[src/design/mradc_pkg.sv]
// constants, types and register map of the multirange converter access block
package mradc_pkg;

  // -----------------------------------------------------------------
  // bus widths and responses
  // -----------------------------------------------------------------
  localparam int unsigned ADDR_W      = 32;         // axi address width
  localparam int unsigned DATA_W      = 32;         // axi data width
  localparam int unsigned STRB_W      = 4;          // byte enables
  localparam logic [1:0]  RESP_OKAY   = 2'h0;       // normal answer
  localparam logic [1:0]  RESP_SLVERR = 2'h2;       // refused or unmapped

  // -----------------------------------------------------------------
  // register indices as printed; byte address is four times the index
  // -----------------------------------------------------------------
  localparam logic [ADDR_W-1:0] IDX_STATUS   = 32'h1080_0000;
  localparam logic [ADDR_W-1:0] IDX_CONTROL  = 32'h10F0_0000;
  localparam logic [ADDR_W-1:0] IDX_RES_LOW  = 32'h10F0_0000;
  localparam logic [ADDR_W-1:0] IDX_RES_HIGH = 32'h10F0_0001;
  localparam logic [ADDR_W-1:0] IDX_OPTION   = 32'h2240_0000;

  localparam logic [ADDR_W-1:0] ADDR_STATUS   = {IDX_STATUS[ADDR_W-3:0], 2'h0};
  localparam logic [ADDR_W-1:0] ADDR_CONTROL  = {IDX_CONTROL[ADDR_W-3:0], 2'h0};
  localparam logic [ADDR_W-1:0] ADDR_RES_LOW  = {IDX_RES_LOW[ADDR_W-3:0], 2'h0};
  localparam logic [ADDR_W-1:0] ADDR_RES_HIGH = {IDX_RES_HIGH[ADDR_W-3:0], 2'h0};
  localparam logic [ADDR_W-1:0] ADDR_OPTION   = {IDX_OPTION[ADDR_W-3:0], 2'h0};

  // -----------------------------------------------------------------
  // field positions and widths
  // -----------------------------------------------------------------
  localparam int unsigned STAT_BUSY_BIT    = 7;     // one while converting
  localparam int unsigned STAT_TIMEOUT_BIT = 6;     // last conversion timed out
  localparam int unsigned OPT_FITTED_BIT   = 0;     // option present
  localparam int unsigned BYTE_W           = 8;     // one register byte
  localparam int unsigned RAW_W            = 12;    // converter word
  localparam int unsigned RESULT_W         = 16;    // formatted result
  localparam int unsigned SIGN_BIT         = 11;    // sign of bipolar word

  // control byte layout, bit 7 down to bit 0
  typedef struct packed {
    logic [2:0] mode;                               // bits 7..5
    logic       range10;                            // bit 4
    logic       bipolar;                            // bit 3
    logic [2:0] channel;                            // bits 2..0
  } mradc_ctrl_t;

  // request to the converter chip
  typedef struct packed {
    logic        start;                             // one-cycle start pulse
    mradc_ctrl_t ctrl;                              // latched control byte
  } mradc_conv_req_t;

  // answer from the converter chip
  typedef struct packed {
    logic             done;                         // one-cycle completion
    logic [RAW_W-1:0] data;                         // raw conversion word
  } mradc_conv_rsp_t;

  // -----------------------------------------------------------------
  // reset values
  // -----------------------------------------------------------------
  localparam logic [BYTE_W-1:0]   CTRL_RESET   = 8'h40;   // ch0, uni, 5 V
  localparam logic [RESULT_W-1:0] RESULT_RESET = 16'h0000;

  // -----------------------------------------------------------------
  // timing
  // -----------------------------------------------------------------
  localparam int unsigned CONV_TIME_NS  = 12000;    // longest conversion
  localparam int unsigned CLK_PERIOD_NS = 25;       // 40 MHz clock
  localparam int unsigned CONV_CYCLES_RAW = CONV_TIME_NS / CLK_PERIOD_NS;
  localparam int unsigned CONV_CYCLES   = (CONV_CYCLES_RAW < 1) ? 1 : CONV_CYCLES_RAW;
  localparam int unsigned CNT_W         = 9;        // holds CONV_CYCLES
  localparam logic [CNT_W-1:0] CONV_LAST = CNT_W'(CONV_CYCLES - 1);
  localparam logic [CNT_W-1:0] CNT_ONE   = 9'h001;

  // conversion sequencer states
  typedef enum logic [2:0] {
    CV_IDLE  = 3'h1,                                // waiting for a start
    CV_START = 3'h2,                                // start pulse out
    CV_WAIT  = 3'h4                                 // waiting for done
  } mradc_conv_state_t;

endpackage

[src/design/mradc_result_fmt.sv]
// result register that formats the raw converter word as binary or two's complement
`timescale 1ns/1ps
module mradc_result_fmt (
  // clock and reset
  input  wire logic                              clock_i,
  input  wire logic                              reset_i,
  // raw word in
  input  wire logic                              load_i,
  input  wire logic                              bipolar_i,
  input  wire logic [mradc_pkg::RAW_W-1:0]       raw_i,
  // formatted result out
  output logic      [mradc_pkg::RESULT_W-1:0]    result_o
);
  import mradc_pkg::*;

  logic [RESULT_W-1:0] result_reg;                  // held result
  logic [RESULT_W-1:0] result_next;                 // formatted word

  // -----------------------------------------------------------------
  // per-bit formatting
  // -----------------------------------------------------------------
  // low bits copy the raw word; upper bits are zero or the sign copy
  for (genvar i = 0; i < RESULT_W; i++) begin : g_bit
    if (i < RAW_W) begin : g_raw
      assign result_next[i] = raw_i[i];
    end else begin : g_ext
      assign result_next[i] = bipolar_i & raw_i[SIGN_BIT];
    end
  end

  // -----------------------------------------------------------------
  // result register
  // -----------------------------------------------------------------
  // the mode used is the one latched with the start, not a later one
  always_ff @(posedge clock_i or posedge reset_i) begin
    if (reset_i) begin
      result_reg <= RESULT_RESET;
    end else if (load_i) begin
      result_reg <= result_next;
    end
  end

  assign result_o = result_reg;

endmodule

[src/design/mradc_access.sv]
// axi4-lite access logic for the optional eight-channel 12-bit converter
`timescale 1ns/1ps
module mradc_access (
  // clock and reset
  input  wire logic                            clock_i,
  input  wire logic                            reset_i,
  // axi4-lite write address channel
  input  wire logic [mradc_pkg::ADDR_W-1:0]    s_axi_awaddr_i,
  input  wire logic                            s_axi_awvalid_i,
  output logic                                 s_axi_awready_o,
  // axi4-lite write data channel
  input  wire logic [mradc_pkg::DATA_W-1:0]    s_axi_wdata_i,
  input  wire logic [mradc_pkg::STRB_W-1:0]    s_axi_wstrb_i,
  input  wire logic                            s_axi_wvalid_i,
  output logic                                 s_axi_wready_o,
  // axi4-lite write response channel
  output logic      [1:0]                      s_axi_bresp_o,
  output logic                                 s_axi_bvalid_o,
  input  wire logic                            s_axi_bready_i,
  // axi4-lite read address channel
  input  wire logic [mradc_pkg::ADDR_W-1:0]    s_axi_araddr_i,
  input  wire logic                            s_axi_arvalid_i,
  output logic                                 s_axi_arready_o,
  // axi4-lite read data channel
  output logic      [mradc_pkg::DATA_W-1:0]    s_axi_rdata_o,
  output logic      [1:0]                      s_axi_rresp_o,
  output logic                                 s_axi_rvalid_o,
  input  wire logic                            s_axi_rready_i,
  // converter chip
  output mradc_pkg::mradc_conv_req_t           conv_req_o,
  input  mradc_pkg::mradc_conv_rsp_t           conv_rsp_i,
  // board strap
  input  wire logic                            option_fitted_i
);
  import mradc_pkg::*;

  // -----------------------------------------------------------------
  // declarations
  // -----------------------------------------------------------------
  // write side holding registers
  logic                 aw_held_reg;                // write address taken
  logic [ADDR_W-1:0]    aw_addr_reg;                // taken write address
  logic                 w_held_reg;                 // write data taken
  logic [DATA_W-1:0]    w_data_reg;                 // taken write data
  logic [STRB_W-1:0]    w_strb_reg;                 // taken byte enables
  logic                 bvalid_reg;                 // response pending
  logic [1:0]           bresp_reg;                  // response code
  logic                 write_fire;                 // both halves present
  logic [1:0]           bresp_next;                 // decoded response
  logic                 start_req;                  // valid start write

  // read side registers
  logic                 rvalid_reg;                 // read data pending
  logic [DATA_W-1:0]    rdata_reg;                  // read data
  logic [1:0]           rresp_reg;                  // read response
  logic                 read_fire;                  // read address taken
  logic [DATA_W-1:0]    rdata_next;                 // decoded read data
  logic [1:0]           rresp_next;                 // decoded read response

  // conversion sequencer
  mradc_conv_state_t    state_reg;                  // sequencer state
  mradc_conv_state_t    state_next;                 // next state
  mradc_ctrl_t          ctrl_reg;                   // latched control byte
  logic                 start_reg;                  // start pulse to chip
  logic [CNT_W-1:0]     count_reg;                  // cycles spent waiting
  logic                 timeout_reg;                // last one timed out
  logic                 busy;                       // conversion under way
  logic                 done_seen;                  // chip answered in time
  logic                 time_up;                    // time bound reached

  // result and strap
  logic [RESULT_W-1:0]  result;                     // formatted result
  logic                 option_reg;                 // sampled option strap

  // -----------------------------------------------------------------
  // write address and data channels
  // -----------------------------------------------------------------
  // each half is taken on its own and parked; no new half is taken
  // while the previous write is still waiting for its response
  assign s_axi_awready_o = !aw_held_reg && !bvalid_reg;
  assign s_axi_wready_o  = !w_held_reg && !bvalid_reg;
  assign write_fire      = aw_held_reg && w_held_reg && !bvalid_reg;

  // park the address half
  always_ff @(posedge clock_i or posedge reset_i) begin
    if (reset_i) begin
      aw_held_reg <= 1'b0;
      aw_addr_reg <= '0;
    end else if (s_axi_awvalid_i && s_axi_awready_o) begin
      aw_held_reg <= 1'b1;
      aw_addr_reg <= s_axi_awaddr_i;
    end else if (write_fire) begin
      aw_held_reg <= 1'b0;
    end
  end

  // park the data half
  always_ff @(posedge clock_i or posedge reset_i) begin
    if (reset_i) begin
      w_held_reg <= 1'b0;
      w_data_reg <= '0;
      w_strb_reg <= '0;
    end else if (s_axi_wvalid_i && s_axi_wready_o) begin
      w_held_reg <= 1'b1;
      w_data_reg <= s_axi_wdata_i;
      w_strb_reg <= s_axi_wstrb_i;
    end else if (write_fire) begin
      w_held_reg <= 1'b0;
    end
  end

  // -----------------------------------------------------------------
  // write decode
  // -----------------------------------------------------------------
  // only the control location is writable; the other mapped locations
  // are read-only and, like unmapped ones, answer with an error
  always_comb begin
    bresp_next = RESP_SLVERR;
    start_req  = 1'b0;
    if (aw_addr_reg == ADDR_CONTROL) begin
      bresp_next = RESP_OKAY;
      // the control byte sits in lane 0; a write that misses it is void
      start_req  = w_strb_reg[0] && !busy;
    end
  end

  // -----------------------------------------------------------------
  // write response channel
  // -----------------------------------------------------------------
  // response is held until the master takes it
  always_ff @(posedge clock_i or posedge reset_i) begin
    if (reset_i) begin
      bvalid_reg <= 1'b0;
      bresp_reg  <= RESP_OKAY;
    end else if (write_fire) begin
      bvalid_reg <= 1'b1;
      bresp_reg  <= bresp_next;
    end else if (s_axi_bready_i) begin
      bvalid_reg <= 1'b0;
    end
  end

  assign s_axi_bvalid_o = bvalid_reg;
  assign s_axi_bresp_o  = bresp_reg;

  // -----------------------------------------------------------------
  // read decode
  // -----------------------------------------------------------------
  // the base location serves both the byte and the word read: lane 0
  // holds the low byte and lane 1 the high byte
  always_comb begin
    rdata_next = '0;
    rresp_next = RESP_OKAY;
    if (s_axi_araddr_i == ADDR_RES_LOW) begin
      rdata_next[RESULT_W-1:0] = result;
    end else if (s_axi_araddr_i == ADDR_RES_HIGH) begin
      rdata_next[BYTE_W-1:0] = result[RESULT_W-1:BYTE_W];
    end else if (s_axi_araddr_i == ADDR_STATUS) begin
      rdata_next[STAT_BUSY_BIT]    = busy;
      rdata_next[STAT_TIMEOUT_BIT] = timeout_reg;
    end else if (s_axi_araddr_i == ADDR_OPTION) begin
      rdata_next[OPT_FITTED_BIT] = option_reg;
    end else begin
      // unmapped: zero data and an error
      rresp_next = RESP_SLVERR;
    end
  end

  // -----------------------------------------------------------------
  // read address and data channels
  // -----------------------------------------------------------------
  // one read at a time: the address is refused while data wait
  assign s_axi_arready_o = !rvalid_reg;
  assign read_fire       = s_axi_arvalid_i && !rvalid_reg;

  // capture the answer on the address handshake and hold it
  always_ff @(posedge clock_i or posedge reset_i) begin
    if (reset_i) begin
      rvalid_reg <= 1'b0;
      rdata_reg  <= '0;
      rresp_reg  <= RESP_OKAY;
    end else if (read_fire) begin
      rvalid_reg <= 1'b1;
      rdata_reg  <= rdata_next;
      rresp_reg  <= rresp_next;
    end else if (s_axi_rready_i) begin
      rvalid_reg <= 1'b0;
    end
  end

  assign s_axi_rvalid_o = rvalid_reg;
  assign s_axi_rdata_o  = rdata_reg;
  assign s_axi_rresp_o  = rresp_reg;

  // -----------------------------------------------------------------
  // conversion sequencer
  // -----------------------------------------------------------------
  assign busy      = (state_reg != CV_IDLE);
  assign done_seen = (state_reg == CV_WAIT) && conv_rsp_i.done;
  assign time_up   = (state_reg == CV_WAIT) && (count_reg == CONV_LAST);

  // next state
  always_comb begin
    state_next = state_reg;
    case (state_reg)
      CV_IDLE: begin
        // a start write while idle begins a conversion
        if (write_fire && start_req) begin
          state_next = CV_START;
        end
      end
      CV_START: begin
        state_next = CV_WAIT;
      end
      CV_WAIT: begin
        // the chip's answer ends the wait; the bound ends a hung chip
        if (done_seen || time_up) begin
          state_next = CV_IDLE;
        end
      end
      default: begin
        state_next = CV_IDLE;
      end
    endcase
  end

  // state register
  always_ff @(posedge clock_i or posedge reset_i) begin
    if (reset_i) begin
      state_reg <= CV_IDLE;
    end else begin
      state_reg <= state_next;
    end
  end

  // latch the control byte; the mode bits pass through untouched so
  // a host that writes other values gets what it asked for
  always_ff @(posedge clock_i or posedge reset_i) begin
    if (reset_i) begin
      ctrl_reg <= CTRL_RESET;
    end else if (write_fire && start_req) begin
      ctrl_reg <= w_data_reg[BYTE_W-1:0];
    end
  end

  // one-cycle start pulse, raised for the single start state
  always_ff @(posedge clock_i or posedge reset_i) begin
    if (reset_i) begin
      start_reg <= 1'b0;
    end else begin
      start_reg <= (state_next == CV_START);
    end
  end

  // wait counter, cleared at each start
  always_ff @(posedge clock_i or posedge reset_i) begin
    if (reset_i) begin
      count_reg <= '0;
    end else if (state_reg != CV_WAIT) begin
      count_reg <= '0;
    end else begin
      count_reg <= count_reg + CNT_ONE;
    end
  end

  // timeout flag: cleared by the next start, set when the bound ends
  // the wait; both cannot meet in one cycle since start needs idle
  always_ff @(posedge clock_i or posedge reset_i) begin
    if (reset_i) begin
      timeout_reg <= 1'b0;
    end else if (time_up && !done_seen) begin
      timeout_reg <= 1'b1;
    end else if (write_fire && start_req) begin
      timeout_reg <= 1'b0;
    end
  end

  // drive the chip; one assignment keeps the struct port single-driven
  assign conv_req_o = '{start: start_reg,
                        ctrl:  ctrl_reg};

  // -----------------------------------------------------------------
  // result formatting
  // -----------------------------------------------------------------
  // a timed-out conversion leaves the previous result in place
  mradc_result_fmt u_result (
    .clock_i   (clock_i),
    .reset_i   (reset_i),
    .load_i    (done_seen),
    .bipolar_i (ctrl_reg.bipolar),
    .raw_i     (conv_rsp_i.data),
    .result_o  (result)
  );

  // -----------------------------------------------------------------
  // option strap
  // -----------------------------------------------------------------
  // sampled on every clock, never loaded from the pin under reset
  always_ff @(posedge clock_i or posedge reset_i) begin
    if (reset_i) begin
      option_reg <= 1'b0;
    end else begin
      option_reg <= option_fitted_i;
    end
  end

endmodule

[config.mk]
export PLATFORM = sky130hd
export DESIGN_NAME = mradc_access
export DESIGN_NICKNAME = d
export VERILOG_FILES = /design/src/design/mradc_pkg.sv /design/src/design/mradc_result_fmt.sv /design/src/design/mradc_access.sv
export SDC_FILE = /design/constraint.sdc
export NUM_CORES = 1
export LEC_CHECK = 0
export BUFFER_PORTS_ARGS = -buffer_cell sky130_fd_sc_hd__buf_2
export CAP_MARGIN = 30
export CORE_MARGIN = 4
export CORE_UTILIZATION = 51
export CTS_BUF_LIST = sky130_fd_sc_hd__clkbuf_4 sky130_fd_sc_hd__clkbuf_8
export DETAILED_ROUTE_END_ITERATION = 16
export PLACE_DENSITY = 0.91
export SYNTH_ARGS = -nofsm -noshare
export SYNTH_HDL_FRONTEND = slang
export SYNTH_HIERARCHICAL = 1
export SYNTH_SLANG_ARGS = --single-unit
[constraint.sdc]
create_clock -name clock_i -period 3.6 [get_ports clock_i]
set_input_delay 0.54 -clock clock_i [delete_from_list [all_inputs] [get_ports clock_i]]
set_output_delay 0.54 -clock clock_i [all_outputs]
set_load 0.005 [all_outputs]
Word level (Yosys, flattened, before mapping)
Index checks and enable logic that the tools add are counted.

cells by class
  bitwise logic cells = 1
  equality and inequality tests = 12
  add/subtract/negate cells = 1
  multiplexer cells = 27
  reductions and logical operators = 24

operators with widths
  operator                count
  $eq A32 B31 Y1 const B  4
  $eq A32 B32 Y1 const B  1
  $mux W8                 2
  $mux W2                 7
  $mux W1                 13
  $logic_and A1 B1 Y1     12
  $reduce_bool A2 Y1      5
  $add A9 B1 Y9 const B   1
  $eq A9 B9 Y1 const B    1
  $mux W9                 1
  $pmux W3 S3             1
  $eq A3 B2 Y1 const B    2
  $logic_not A1 Y1        6
  $mux W3                 2
  $mux W5                 1
  $eq A3 B1 Y1 const B    1
  $eq A3 B3 Y1 const B    1
  $ne A3 B1 Y1 const B    1
  $ne A3 B3 Y1 const B    1
  $and A1 B1 Y1           1
  $logic_or A1 B1 Y1      1

word-level totals
  input bits = 121
  word-level logic and storage cells = 85
  output and inout port bits = 50
  bits in registers = 101

Logic depth before layout (Yosys ltp)
  depth in word-level cells = 8
  depth in mapped cells = 6
  mapped depth without buffers = 5

Cells and area by module
The synthesis kept the hierarchy.

by module, submodules not included
  module            sequential area each (µm²)  cells an instance  instances  area an instance (µm²)
  mradc_access      2,154.6                     315                1          3,903.7
  mradc_result_fmt  325.3                       33                 1          541.8

Worst setup path before layout
OpenSTA, ideal clock, no wires.

  path type = input -> register
  from = in s_axi_araddr_i[8] in the netlist's numbering
  to = reg rdata_reg[1], in the netlist s_axi_rdata_o[1]
  library setup time = 92 ps
  stages on the path = 5
  path slack = 1,622 ps
  arrival = 1,886 ps
  data required time = 3,508 ps
  path buffers = 1
  path through = or4_4 nor4_4 nand3_2 buf_6 o31ai_2

between the ends
  longest elaborated chain between the ends = 3
  elaborated cells on any way between the ends = 4
  those cells by class = eq/ne: 2; mux: 2

RTL lines
  what                  RTL line             RTL
  from (decl)           mradc_access.sv:21   input wire logic [mradc_pkg::ADDR_W-1:0] s_axi_araddr_i,
  $eq A32 B31 Y1        mradc_access.sv:156  end else if (s_axi_araddr_i == ADDR_RES_HIGH) begin
  $mux W5               mradc_access.sv:156
  $mux W8 (*)           mradc_access.sv:154  if (s_axi_araddr_i == ADDR_RES_LOW) begin
  to (signal assigned)  mradc_access.sv:184  rdata_reg <= rdata_next;
  to (decl)             mradc_access.sv:54   logic [DATA_W-1:0] rdata_reg;

Mark *: on every way between the ends. The rest lies on a longest branch, timed or not.
A chain may end at the register's enable or synchronous reset.

Worst setup path in the final report
  from = reg rvalid_reg, in the netlist s_axi_rvalid_o
  to = reg rdata_reg[14], in the netlist s_axi_rdata_o[14]

between the ends
  longest elaborated chain between the ends = 2

RTL lines
  what                    RTL line             RTL
  from (decl)             mradc_access.sv:53   logic rvalid_reg;
  from (signal assigned)  mradc_access.sv:179  rvalid_reg <= 1'b0;
  from (signal assigned)  mradc_access.sv:183  rvalid_reg <= 1'b1;
  from (signal assigned)  mradc_access.sv:187  rvalid_reg <= 1'b0;
  $logic_not A1 Y1        mradc_access.sv:174  assign read_fire = s_axi_arvalid_i && !rvalid_reg;
  $logic_and A1 B1 Y1     mradc_access.sv:174

No other way between the ends.

==> impl_metrics.toml <==
[status]
status = "completed"

[worst_setup_path]
path_cells = "nand2b_1, nor4_4, nand3_2, o41ai_1"
worst_path_max_delay_cell = "nand2b_1"
critical_path.startpoint = "s_axi_rvalid_o"
crit_path_end = "s_axi_rdata_o[14]"
cp_max_fo = 19
slowest_delay_ps = 480
cp-start-kind = "flop"
cp-end-kind = "flop"
worst-r2r-cell-count = 4
required_ps = 3830
criticalPathCategory = "reg2reg"
arrival_ps = 2500
path_buf_inv = 0
critPathTopFamily = "simple AND/OR/NAND/NOR gates"
r2r_end = "s_axi_rdata_o[14]"
rr_startpoint = "s_axi_rvalid_o"
crit_cells = 4
rrSetupSlack_ps = 1320

[synthesis]
ys_warn_count = 6
synth.most_common_cell = "dfrtp_1"
yosysTopAreaCell = "dfrtp_1"
yosys-top-cells-count = "dfrtp_1, mux2_2, buf_4, nand2_1"
synth_cells = 348
ys_seq_area_frac = 0.558
async_flop_share = 1.00
ys.flop_type = "dfrtp_1"
netlist_area_um2 = 4450
yosys.area.top_type_share = 0.546
synth_seq_cells = 99
synthDistinctLibCells = 52
synth-edff-count = 0
synth.avg_cell_area_um2 = 12.8
yosys-top-cells-area = "dfrtp_1, mux2_2, buf_4, mux2_4, nand2_1"

[layout]
n_antenna_cell = 0
fillers = 656
drive_gt1_frac = 0.473
final_nets = 592
final-instance-count-excl-fill = 579
largest_reg_flops = 32
area.growth.synth_to_final_pct = 18.1

[floorplan]
rows = 33
fp.dieArea_um2 = 10300
start_util = 0.533
die_w_um = 101
io_pins = 171
core_area_um2 = 8340
die_h_um = 101

[global_routing]
grtUsageTotal = 0.195
antenna_found_initial = 2
grt_max_degree = 53
first_global_vias = 3313
grt_pass1_wl_mm = 15.8
gr-total-overflow = 0

[sta]
fin_crit_sh = 0.632
slew_headroom = 0.396
rsz0062_at_grt = "false"
finClkSkew_ps = 16.4
tns_ps = 0
finalMaxSlewViolations = 0
tightest_slew_ps = 903
max_freq_mhz = 439
min_period_ps = 2280
final-hold-violation-count = 0
setup_viol = 0

[routing]
num_vias = 3074
initialDrtViolationCount = 81
viasPerCell = 5.31
drcViolationCount = 0
first_pass_iters = 4
drtAntennaViolNets = 0
wl_per_cell_um = 16.2
wl_mm = 9.39

[placement]
portBuffers = 125
hpwl_mm = 7.35
dp_cells = 564
place.gp.congestion = 0.840

[clock_network]
clk_path_buf_depth = 2
cts_tree = "built"
hold_buffers = 0
clockRootBuffer = "clkbuf_8"
post_cts_buffers = 0
clk_latency_ps = 360
cts_buffers = 9
clkTransAtPathRegs_ps = 110
htreeDepth = 3
ctsResizeCount = 0
cts.sinks = 99

[power_and_ir_drop]
peakVddDrop_v = 0.000376
power.leakage_uw = 0.00258
p_per_area_nw_per_um2 = 532

[run]
drv_cap = 0

[worst_hold_path]
min_path_type = "in2async"
cell families after synthesis:
logic type               after synthesis  synth area share
AO/OA/AOI/OAI                         32            0.0687
XOR/XNOR                               7            0.0138
adder cells (fa/ha/maj)                1           0.00281
buffers and inverters                 51            0.0678
flip-flops                            99             0.558
multiplexers                          66             0.173
other                                  1          0.000844
AND/OR/NAND/NOR                       91             0.116
metrics by stage:
stage | total power (uW) | setup WS, ps | util | instance area, um2 | hold slack (ps)
2_1_floorplan | 1970 | 841 | - | 4510 | 417
3_3_place_gp | 2100 | 1220 | 0.607 | 5060 | 451
3_5_place_dp | 2160 | 1130 | 0.607 | 5060 | 459
4_1_cts | 2820 | 1260 | 0.630 | 5250 | 190
5_1_grt | 2970 | 1100 | 0.630 | 5250 | 219
6_report | 2800 | 1320 | 0.630 | 5250 | 187
area by class of cell:
class,count,area (um2),share of cell area
tap,105,131,0.0250
multi-input combinational,215,1740,0.331
clock inverter,6,62.6,0.0119
timing repair buffer,129,656,0.125
sequential,99,2480,0.472
inverter,16,61.3,0.0117
clock buffer,9,124,0.0236
cell usage in the layout, fill, tap and decap left out, types with 4 or more instances in the layout:
cell and n:
nand2_1 23, mux2_2 53, clkinv_4 4, o31ai_2 4, buf_4 4, mux2_4 8, clkbuf_8 9, nor2_1 16
xor2_1 4, buf_2 125, o41ai_1 5, inv_1 15, conb_1 18, o21ai_0 6, nor4_1 8, and3_1 4
nand3_1 8, nand4_1 5, mux2i_1 5, dfrtp_1 97
how the worst min path moves through the flow:
stage / cells after the start / slack, ps / end
global route: 2 / 220 / u_result/result_o[2]
global placement: 2 / 450 / s_axi_rdata_o[14]
finish: 2 / 190 / u_result/result_o[9]
CTS: 2 / 190 / u_result/result_o[9]
detailed placement: 2 / 460 / s_axi_rdata_o[13]
floorplan: 1 / 420 / u_result/result_o[0]
power breakdown:
part	internal, uW	total, uW	switching (uW)
sequential	1380	1540	155
combinational	346	591	245
clock	263	667	403
per-layer routing:
metal,GRT usage,vias to the layer above,share of wire
met5,0,-,0.0035
met2,0.334,116,0.50
li1,-,1452,-
met1,0.237,1484,0.40
met4,0.0542,4,0.015
met3,0.0613,18,0.086
Note: power is estimated with default switching activity, not from simulation.
